**src/inc/sweep_pkg.sv**
```systemverilog
/*
 * Constants and types for the sweep control and frequency word block.
 * Assumes a complete 16-bit serial word is presented by framing logic on core_clk.
 */
package sweep_pkg;

	localparam logic [3:0]  ADDR_CONTROL    = 4'h0;
	localparam logic [3:0]  ADDR_STEP_COUNT = 4'h1;
	localparam logic [3:0]  ADDR_STEP_LOW   = 4'h2;
	localparam logic [3:0]  ADDR_STEP_HIGH  = 4'h3;
	localparam logic [3:0]  ADDR_START_LOW  = 4'hc;
	localparam logic [3:0]  ADDR_START_HIGH = 4'hd;

	localparam int          HALF_W          = 12;
	localparam int          START_W         = 24;
	localparam int          STEP_W          = 23;
	localparam int          STEP_DIR_BIT    = 11;
	localparam logic [11:0] CONTROL_RESET   = 12'h003;
	localparam logic [2:0]  MARKER_PULSE_CYCLES = 3'h4;

	// Control bits in word order, bit 11 down to bit 0.
	typedef struct packed {
		logic       paired_write_select;
		logic       dac_enable;
		logic       sine_select;
		logic       msb_output_enable;
		logic       continuous_or_pulsed_select;
		logic       burst_source_select;
		logic       step_source_select;
		logic       sawtooth_select;
		logic       marker_select;
		logic       marker_output_enable;
		logic [1:0] reserved_ones;
	} ctrl_t;

	typedef struct packed {
		logic [3:0]  addr;
		logic [11:0] data;
	} word_t;

	typedef enum logic [1:0] {
		SW_IDLE,
		SW_RUN,
		SW_DONE
	} sweep_state_t;

endpackage

```
**src/core/sweep_control_and_frequency_words.sv**
```systemverilog
/*
 * Control bit decode, start and step frequency words, and the sweep sequencer
 * that steps the frequency, gates bursts to midscale and drives the marker pin.
 * Assumes word_valid pulses once per complete serial word on core_clk, and that
 * the step count, interval and burst length come from registers held elsewhere.
 */
`timescale 1ns/10ps

module sweep_control_and_frequency_words #(
	parameter int COUNT_W    = 12,
	parameter int INTERVAL_W = 11
) (
	input  wire logic                     core_clk,
	input  wire logic                     reset,
	input  wire logic                     word_valid,
	input  wire sweep_pkg::word_t         word,
	input  wire logic                     trigger_pin,
	input  wire logic [COUNT_W-1:0]       step_count,
	input  wire logic [INTERVAL_W-1:0]    increment_interval,
	input  wire logic [INTERVAL_W-1:0]    burst_length,
	input  wire logic                     count_output_cycles,
	input  wire logic                     output_cycle_tick,
	output sweep_pkg::ctrl_t              control_q,
	output logic [sweep_pkg::START_W-1:0] start_frequency_word_q,
	output logic [sweep_pkg::STEP_W-1:0]  freq_step_q,
	output logic                          step_down_q,
	output logic [sweep_pkg::START_W-1:0] current_freq_q,
	output logic                          midscale_q,
	output logic                          sweep_running_q,
	output logic                          sweep_finished_q,
	output logic                          marker_pin_q,
	output logic                          marker_pin_oe_n_q
);
	import sweep_pkg::*;

	// ------------------------------------------------------------
	// Trigger pin synchroniser and edge detect.
	// ------------------------------------------------------------
	logic trigger_meta_q;
	logic trigger_sync_q;
	logic trigger_prev_q;
	logic trigger_rise;

	always_ff @(posedge core_clk or posedge reset) begin
		if (reset) begin
			trigger_meta_q <= 1'b0;
			trigger_sync_q <= 1'b0;
			trigger_prev_q <= 1'b0;
		end else begin
			trigger_meta_q <= trigger_pin;
			trigger_sync_q <= trigger_meta_q;
			trigger_prev_q <= trigger_sync_q;
		end
	end

	assign trigger_rise = trigger_sync_q & ~trigger_prev_q;

	// ------------------------------------------------------------
	// Word decode.
	// ------------------------------------------------------------
	logic wr_control;
	logic wr_start_low;
	logic wr_start_high;
	logic wr_step_low;
	logic wr_step_high;

	// Reserved and foreign codes match nothing here and change no state.
	assign wr_control    = word_valid && (word.addr == ADDR_CONTROL);
	assign wr_start_low  = word_valid && (word.addr == ADDR_START_LOW);
	assign wr_start_high = word_valid && (word.addr == ADDR_START_HIGH);
	assign wr_step_low   = word_valid && (word.addr == ADDR_STEP_LOW);
	assign wr_step_high  = word_valid && (word.addr == ADDR_STEP_HIGH);

	always_ff @(posedge core_clk or posedge reset) begin
		if (reset) begin
			control_q <= ctrl_t'(CONTROL_RESET);
		end else if (wr_control) begin
			control_q <= ctrl_t'(word.data);
		end
	end

	// ------------------------------------------------------------
	// Start frequency word.
	// ------------------------------------------------------------
	logic [HALF_W-1:0] start_hold_q;
	logic              start_pending_q;

	always_ff @(posedge core_clk or posedge reset) begin
		if (reset) begin
			start_frequency_word_q <= '0;
			start_hold_q           <= '0;
			start_pending_q        <= 1'b0;
		end else if (control_q.paired_write_select) begin
			if (wr_start_low) begin
				start_hold_q    <= word.data;
				start_pending_q <= 1'b1;
			end else if (wr_start_high && start_pending_q) begin
				start_frequency_word_q <= {word.data, start_hold_q};
				start_pending_q        <= 1'b0;
			end
		end else begin
			start_pending_q <= 1'b0;
			if (wr_start_low) begin
				start_frequency_word_q[HALF_W-1:0] <= word.data;
			end
			if (wr_start_high) begin
				start_frequency_word_q[START_W-1:HALF_W] <= word.data;
			end
		end
	end

	// ------------------------------------------------------------
	// Frequency step word and direction.
	// ------------------------------------------------------------
	logic [HALF_W-1:0] step_hold_q;
	logic              step_pending_q;

	always_ff @(posedge core_clk or posedge reset) begin
		if (reset) begin
			freq_step_q    <= '0;
			step_down_q    <= 1'b0;
			step_hold_q    <= '0;
			step_pending_q <= 1'b0;
		end else if (control_q.paired_write_select) begin
			if (wr_step_low) begin
				step_hold_q    <= word.data;
				step_pending_q <= 1'b1;
			end else if (wr_step_high && step_pending_q) begin
				freq_step_q    <= {word.data[STEP_W-HALF_W-1:0], step_hold_q};
				step_down_q    <= word.data[STEP_DIR_BIT];
				step_pending_q <= 1'b0;
			end
		end else begin
			step_pending_q <= 1'b0;
			if (wr_step_low) begin
				freq_step_q[HALF_W-1:0] <= word.data;
			end
			if (wr_step_high) begin
				freq_step_q[STEP_W-1:HALF_W] <= word.data[STEP_W-HALF_W-1:0];
				step_down_q                  <= word.data[STEP_DIR_BIT];
			end
		end
	end

	// ------------------------------------------------------------
	// Sweep timing.
	// ------------------------------------------------------------
	sweep_state_t         state_q;
	sweep_state_t         state_d;
	logic [COUNT_W-1:0]    inc_cnt_q;
	logic [INTERVAL_W-1:0] interval_cnt_q;
	logic [INTERVAL_W-1:0] burst_cnt_q;
	logic                  falling_q;
	logic                  unit_tick;
	logic                  interval_end;
	logic                  step_event;
	logic                  start_event;
	logic                  last_step;
	logic                  end_event;
	logic                  external_burst;
	logic                  subtract;
	logic [START_W-1:0]    step_ext;

	assign unit_tick    = count_output_cycles ? output_cycle_tick : 1'b1;
	assign interval_end = unit_tick && (interval_cnt_q + 1'b1 >= increment_interval);
	// External stepping takes the window from the trigger rising edges.
	assign step_event   = (state_q == SW_RUN)
		&& (control_q.step_source_select ? trigger_rise : interval_end);
	assign start_event  = (state_q != SW_RUN) && trigger_rise;
	assign last_step    = (inc_cnt_q == step_count);
	assign end_event    = step_event && last_step && (control_q.sawtooth_select || falling_q);
	// The burst source only counts when steps come from the trigger pin.
	assign external_burst = control_q.step_source_select && control_q.burst_source_select;
	assign subtract     = step_down_q ^ falling_q;
	assign step_ext     = {1'b0, freq_step_q};

	always_comb begin
		state_d = state_q;
		unique case (state_q)
			SW_IDLE: begin
				if (start_event) begin
					state_d = SW_RUN;
				end
			end
			SW_RUN: begin
				if (end_event) begin
					state_d = SW_DONE;
				end
			end
			SW_DONE: begin
				if (start_event) begin
					state_d = SW_RUN;
				end
			end
		endcase
	end

	always_ff @(posedge core_clk or posedge reset) begin
		if (reset) begin
			state_q <= SW_IDLE;
		end else begin
			state_q <= state_d;
		end
	end

	always_ff @(posedge core_clk or posedge reset) begin
		if (reset) begin
			interval_cnt_q <= '0;
			burst_cnt_q    <= '0;
		end else if (start_event || step_event) begin
			interval_cnt_q <= '0;
			burst_cnt_q    <= '0;
		end else if (unit_tick) begin
			interval_cnt_q <= interval_cnt_q + 1'b1;
			if (burst_cnt_q != {INTERVAL_W{1'b1}}) begin
				burst_cnt_q <= burst_cnt_q + 1'b1;
			end
		end
	end

	// ------------------------------------------------------------
	// Frequency stepping.
	// ------------------------------------------------------------
	always_ff @(posedge core_clk or posedge reset) begin
		if (reset) begin
			current_freq_q <= '0;
			inc_cnt_q      <= '0;
			falling_q      <= 1'b0;
		end else if (start_event) begin
			current_freq_q <= start_frequency_word_q;
			inc_cnt_q      <= '0;
			falling_q      <= 1'b0;
		end else if (step_event && !end_event) begin
			if (last_step) begin
				// Triangular profile turns round and walks back towards the start frequency.
				falling_q      <= 1'b1;
				inc_cnt_q      <= COUNT_W'(1);
				current_freq_q <= subtract ? current_freq_q + step_ext : current_freq_q - step_ext;
			end else begin
				inc_cnt_q      <= inc_cnt_q + 1'b1;
				current_freq_q <= subtract ? current_freq_q - step_ext : current_freq_q + step_ext;
			end
		end
	end

	// ------------------------------------------------------------
	// Burst gating and run flags.
	// ------------------------------------------------------------
	logic midscale_d;

	always_comb begin
		midscale_d = 1'b0;
		if (state_d == SW_RUN && !control_q.continuous_or_pulsed_select) begin
			if (external_burst) begin
				midscale_d = ~trigger_sync_q;
			end else begin
				midscale_d = (burst_cnt_q >= burst_length) && !(start_event || step_event);
			end
		end
	end

	always_ff @(posedge core_clk or posedge reset) begin
		if (reset) begin
			midscale_q       <= 1'b0;
			sweep_running_q  <= 1'b0;
			sweep_finished_q <= 1'b0;
		end else begin
			midscale_q       <= midscale_d;
			sweep_running_q  <= (state_d == SW_RUN);
			sweep_finished_q <= (state_d == SW_DONE);
		end
	end

	// ------------------------------------------------------------
	// Marker pin.
	// ------------------------------------------------------------
	logic [2:0] pulse_cnt_q;
	logic [2:0] pulse_cnt_d;
	logic       increment_seen;

	assign increment_seen = step_event && !end_event;

	always_comb begin
		pulse_cnt_d = pulse_cnt_q;
		if (increment_seen) begin
			pulse_cnt_d = MARKER_PULSE_CYCLES;
		end else if (pulse_cnt_q != 3'h0) begin
			pulse_cnt_d = pulse_cnt_q - 3'h1;
		end
	end

	always_ff @(posedge core_clk or posedge reset) begin
		if (reset) begin
			pulse_cnt_q       <= 3'h0;
			marker_pin_q      <= 1'b0;
			marker_pin_oe_n_q <= 1'b1;
		end else begin
			pulse_cnt_q       <= pulse_cnt_d;
			if (control_q.marker_select) begin
				marker_pin_q <= (state_d == SW_DONE);
			end else begin
				marker_pin_q <= (pulse_cnt_d != 3'h0);
			end
			marker_pin_oe_n_q <= ~control_q.marker_output_enable;
		end
	end

endmodule

```
**config.mk**
```make
export PLATFORM = sky130hd
export DESIGN_NAME = sweep_control_and_frequency_words
export DESIGN_NICKNAME = d
export VERILOG_FILES = /design/src/inc/sweep_pkg.sv /design/src/core/sweep_control_and_frequency_words.sv
export SDC_FILE = /design/constraint.sdc
export NUM_CORES = 1
export LEC_CHECK = 0
export BUFFER_PORTS_ARGS = -buffer_cell sky130_fd_sc_hd__buf_2
export CAP_MARGIN = 10
export CORE_ASPECT_RATIO = 1.4
export CORE_UTILIZATION = 52
export DETAILED_ROUTE_END_ITERATION = 8
export PLACE_DENSITY_LB_ADDON = 0.3
export SETUP_SLACK_MARGIN = 0.3
export SLEW_MARGIN = 20
export SYNTH_ARGS = -nofsm -noshare
export SYNTH_HDL_FRONTEND = slang
export SYNTH_SLANG_ARGS = --single-unit
export TNS_END_PERCENT = 30
```
**constraint.sdc**
```tcl
create_clock -name core_clk -period 4.9 [get_ports core_clk]
set_input_delay 0.98 -clock core_clk [delete_from_list [all_inputs] [get_ports core_clk]]
set_output_delay 0.98 -clock core_clk [all_outputs]
set_load 0.005 [all_outputs]
```
==> results.cfg <==
[timing]
final.min_clock_period_ns = 3.987
final.setup_skew_ns = 0.01175
fin_setup_tns_ns = 0
hold_violations = 0
rsz0062_at_grt = false
worst_slew_pin_slew_ns = 0.8718
final-max-slew-violation-count = 0
finalSetupViolCount = 0
relSlewSlack_pct = 41.88
timing.fmax_mhz = 250.8
period_share_pct = 81.37

[worst_setup_path]
path_depth = 17
startpoint = interval_cnt_q[0]$_DFFE_PP0P_
r2r_end = inc_cnt_q[5]$_DFFE_PP0P_
start_kind = register
crit_fanout = 13
crit_path_end_kind = register
critPathKind = reg -> reg
path_common_cell = a21o_1
r2r.worst_path.cells = 17
path_cells = ha_1 > and3_1 > nand3_1 > nor2_1 > xor2_1 > ha_1 > a21o_1 > a21o_1 > a21oi_1 > nor3_1 > a221oi_1 > a21o_1 > nor2b_1 > buf_4 > nor2_1 > o21ai_0 > o41ai_1
cp_slowest_cell = nor2_1
worst-path-buf-inv = 1
critical_path.top_delay_family = compound AO/OA/AOI/OAI gates
worstPathArrival_ns = 4.31
rrSetupSlack_ns = 0.91
crit_path_max_incr_delay_ns = 0.66
critPathCapture = inc_cnt_q[5]$_DFFE_PP0P_
r2r_start = interval_cnt_q[0]$_DFFE_PP0P_
required_ns = 5.22

[floorplanning]
fp-row-count = 58
num_io_pins = 145
die_w_um = 117.0
core_area_sq_um = 18070
die_h_um = 163.0
die_area_sq_um = 19070
start_util_pct = 53.28

[placement]
gp_congestion = 0.9280
io_buffers = 144
post-dp-hpwl_mm = 18.47
numPlacedInstances = 1379

[synth]
synth_edf_count = 0
ys_ff_latch = 158
synth_adder_area_share_pct = 10.03
yosys_warnings = 0
synth_xor_area_share_pct = 6.278
synth.mux.area_fraction_pct = 7.083
synthDistinctLibCells = 65
syn_inst = 1029
ys.flop_type = dfrtp_1
ys_async_sr_fraction_pct = 100.0
avgSynthCellArea_sq_um = 9.355
synth-simple-area-share_pct = 14.37
ys_seq_area_share_pct = 41.11
synth_top_family_by_area = compound AO/OA/AOI/OAI gates
syn-num-nets = 1161
synth-compound-area-share_pct = 16.52
synthesis.area_sq_um = 9627

[drt]
dr.pass1.iters = 7
antenna_left = 0
drc = 0
dr.max_layer_used = met4
finalWirelength_mm = 24.83
dr_wl_met3_mm = 1.145
drt-wirelength-per-cell_um = 17.60
routed_via_density = 5.687
wl_met2_mm = 13.02
drt-met1-wl_mm = 9.970
drtIter0Drc = 561
num_vias = 8025

[clocking]
cts_sinks = 158
cts_tree = built
hold_buffers = 0
cts_resized = 0
clk_pin_slew_ns = 0.07
cts_buffer_depth = 2
cts_setup_buffers = 0
clk_latency_ns = 0.43
htreeDepth = 4
cts-root-buf = clkbuf_16
numCtsBuffers = 17

[power]
p_leak_nw = 5.433
max-vdd-ir-drop_mv = 0.3256
swShare_pct = 40.97
intPower_w = 0.003579
p_per_area_nw_per_um2 = 542.1
seq_power_share_pct = 33.3
comb_power_share_pct = 44.3
p_sw_w = 0.002483
clockPowerShare_pct = 22.3

[global_route]
grt_pass1_vias = 7731
grt_usage_pct = 27.11
grt_pass1_wl_mm = 39.07
antenna_found_initial = 0
grt_max_degree = 159
globalRouteOverflowTotal = 0

[final_layout]
final_cell_mix = 155 x dfrtp_1, 144 x buf_2, 107 x nor2_1
area_growth_pct = 16.16
antennaDiodeCount = 0
final_common_cell = dfrtp_1
nets = 1290
final_cells = 1411
drive_gt1_share_pct = 22.20

[outcome]
status = finished, final reports clean

[hold_path]
hold_class = reg -> reg

[run]
drv_cap = 0
-- power by group through the flow --
stage / Combinational (W) / Sequential (W) / Clock, W
5_1_grt: 0.00300 / 0.00206 / 0.00143
2_1_floorplan: 0.00190 / 0.00194 / 0
3_5_place_dp: 0.00265 / 0.00203 / 0
4_1_cts: 0.00267 / 0.00201 / 0.00137
6_report: 0.00269 / 0.00202 / 0.00135
3_3_place_gp: 0.00262 / 0.00203 / 0
-- synth_stat cells, types with 4 or more instances --
cell type,number,area [sq um]
nor2_1,107,401.6
or3_1,4,25.02
nor2b_1,20,125.1
o22ai_1,9,56.30
xnor2_1,46,402.9
nand3_1,21,105.1
ha_1,74,925.9
and3_1,14,87.58
a31oi_1,4,25.02
a21oi_1,93,465.5
a221oi_1,4,35.03
o31ai_1,6,45.04
a211oi_1,17,127.6
o21a_1,6,45.04
inv_1,72,270.3
nor3_1,16,80.08
nand2_1,65,244.0
mux2_2,57,641.9
buf_1,8,30.03
nand4_1,10,62.56
clkbuf_1,31,116.4
dfrtp_1,155,3879
nand2b_1,16,100.1
o21ai_0,59,295.3
o21bai_1,7,52.55
mux2i_1,4,40.04
a21o_1,14,105.1
xor2_1,23,201.4
o21ai_1,4,20.02
-- cells by family after synthesis --
family,Yosys count
AOI/OAI and AO/OA,257
xor gates and xnor gates,69
adders and majority gates,76
buffers and inverters,115
DFF,158
muxes,61
and+or+nand+nor,293
-- worst min-delay path by stage --
stage                                         from                  endpoint  slack (ns)  depth (start not counted)
after global placement    trigger_meta_q$_DFF_PP0_  trigger_sync_q$_DFF_PP0_        0.34                          0
after detailed placement  trigger_meta_q$_DFF_PP0_  trigger_sync_q$_DFF_PP0_        0.34                          0
after global routing      trigger_meta_q$_DFF_PP0_  trigger_sync_q$_DFF_PP0_        0.37                          0
after CTS                 trigger_meta_q$_DFF_PP0_  trigger_sync_q$_DFF_PP0_        0.35                          0
after floorplan           trigger_meta_q$_DFF_PP0_  trigger_sync_q$_DFF_PP0_        0.33                          0
final                     trigger_meta_q$_DFF_PP0_  trigger_sync_q$_DFF_PP0_        0.35                          0
-- per-layer routing --
layer | vias up | GRT usage, %
met5 | - | 0
met4 | 0 | 9.954
met3 | 52 | 5.247
met2 | 244 | 48.60
met1 | 3880 | 31.60
li1 | 3849 | -
-- cell type report --
type | count | area [sq um]
fill | 1565 | 6888
multi-input combinational | 756 | 5240
sequential | 158 | 3958
timing repair buffer | 153 | 800.8
clock buffer | 18 | 439.2
tap | 240 | 300.3
inverter | 72 | 274.0
clock inverter | 14 | 170.2
-- flip-flops by register name, summed over array words and instances (netlist names), 2 cells and up --
signal                  count
burst_cnt_q                11
control_q                  12
current_freq_q             24
freq_step_q                23
inc_cnt_q                  12
interval_cnt_q             11
pulse_cnt_q                 3
start_frequency_word_q     24
start_hold_q               12
state_q                     2
step_hold_q                12
-- metrics by stage --
step           total power (W)  setup slack [ns]  hold slack [ns]  instance area (sq um)  utilization (%)
5_1_grt               0.006479            0.4869           0.3733                  11180            61.88
6_report              0.006062            0.9129           0.3491                  11180            61.88
4_1_cts               0.006060            0.8818           0.3520                  11180            61.88
3_3_place_gp          0.004645            0.9997           0.3357                  10570            58.51
2_1_floorplan         0.003840             1.698           0.3312                   9630                -
3_5_place_dp          0.004681            0.9068           0.3364                  10570            58.51
Power figures use the tool's default switching activity.
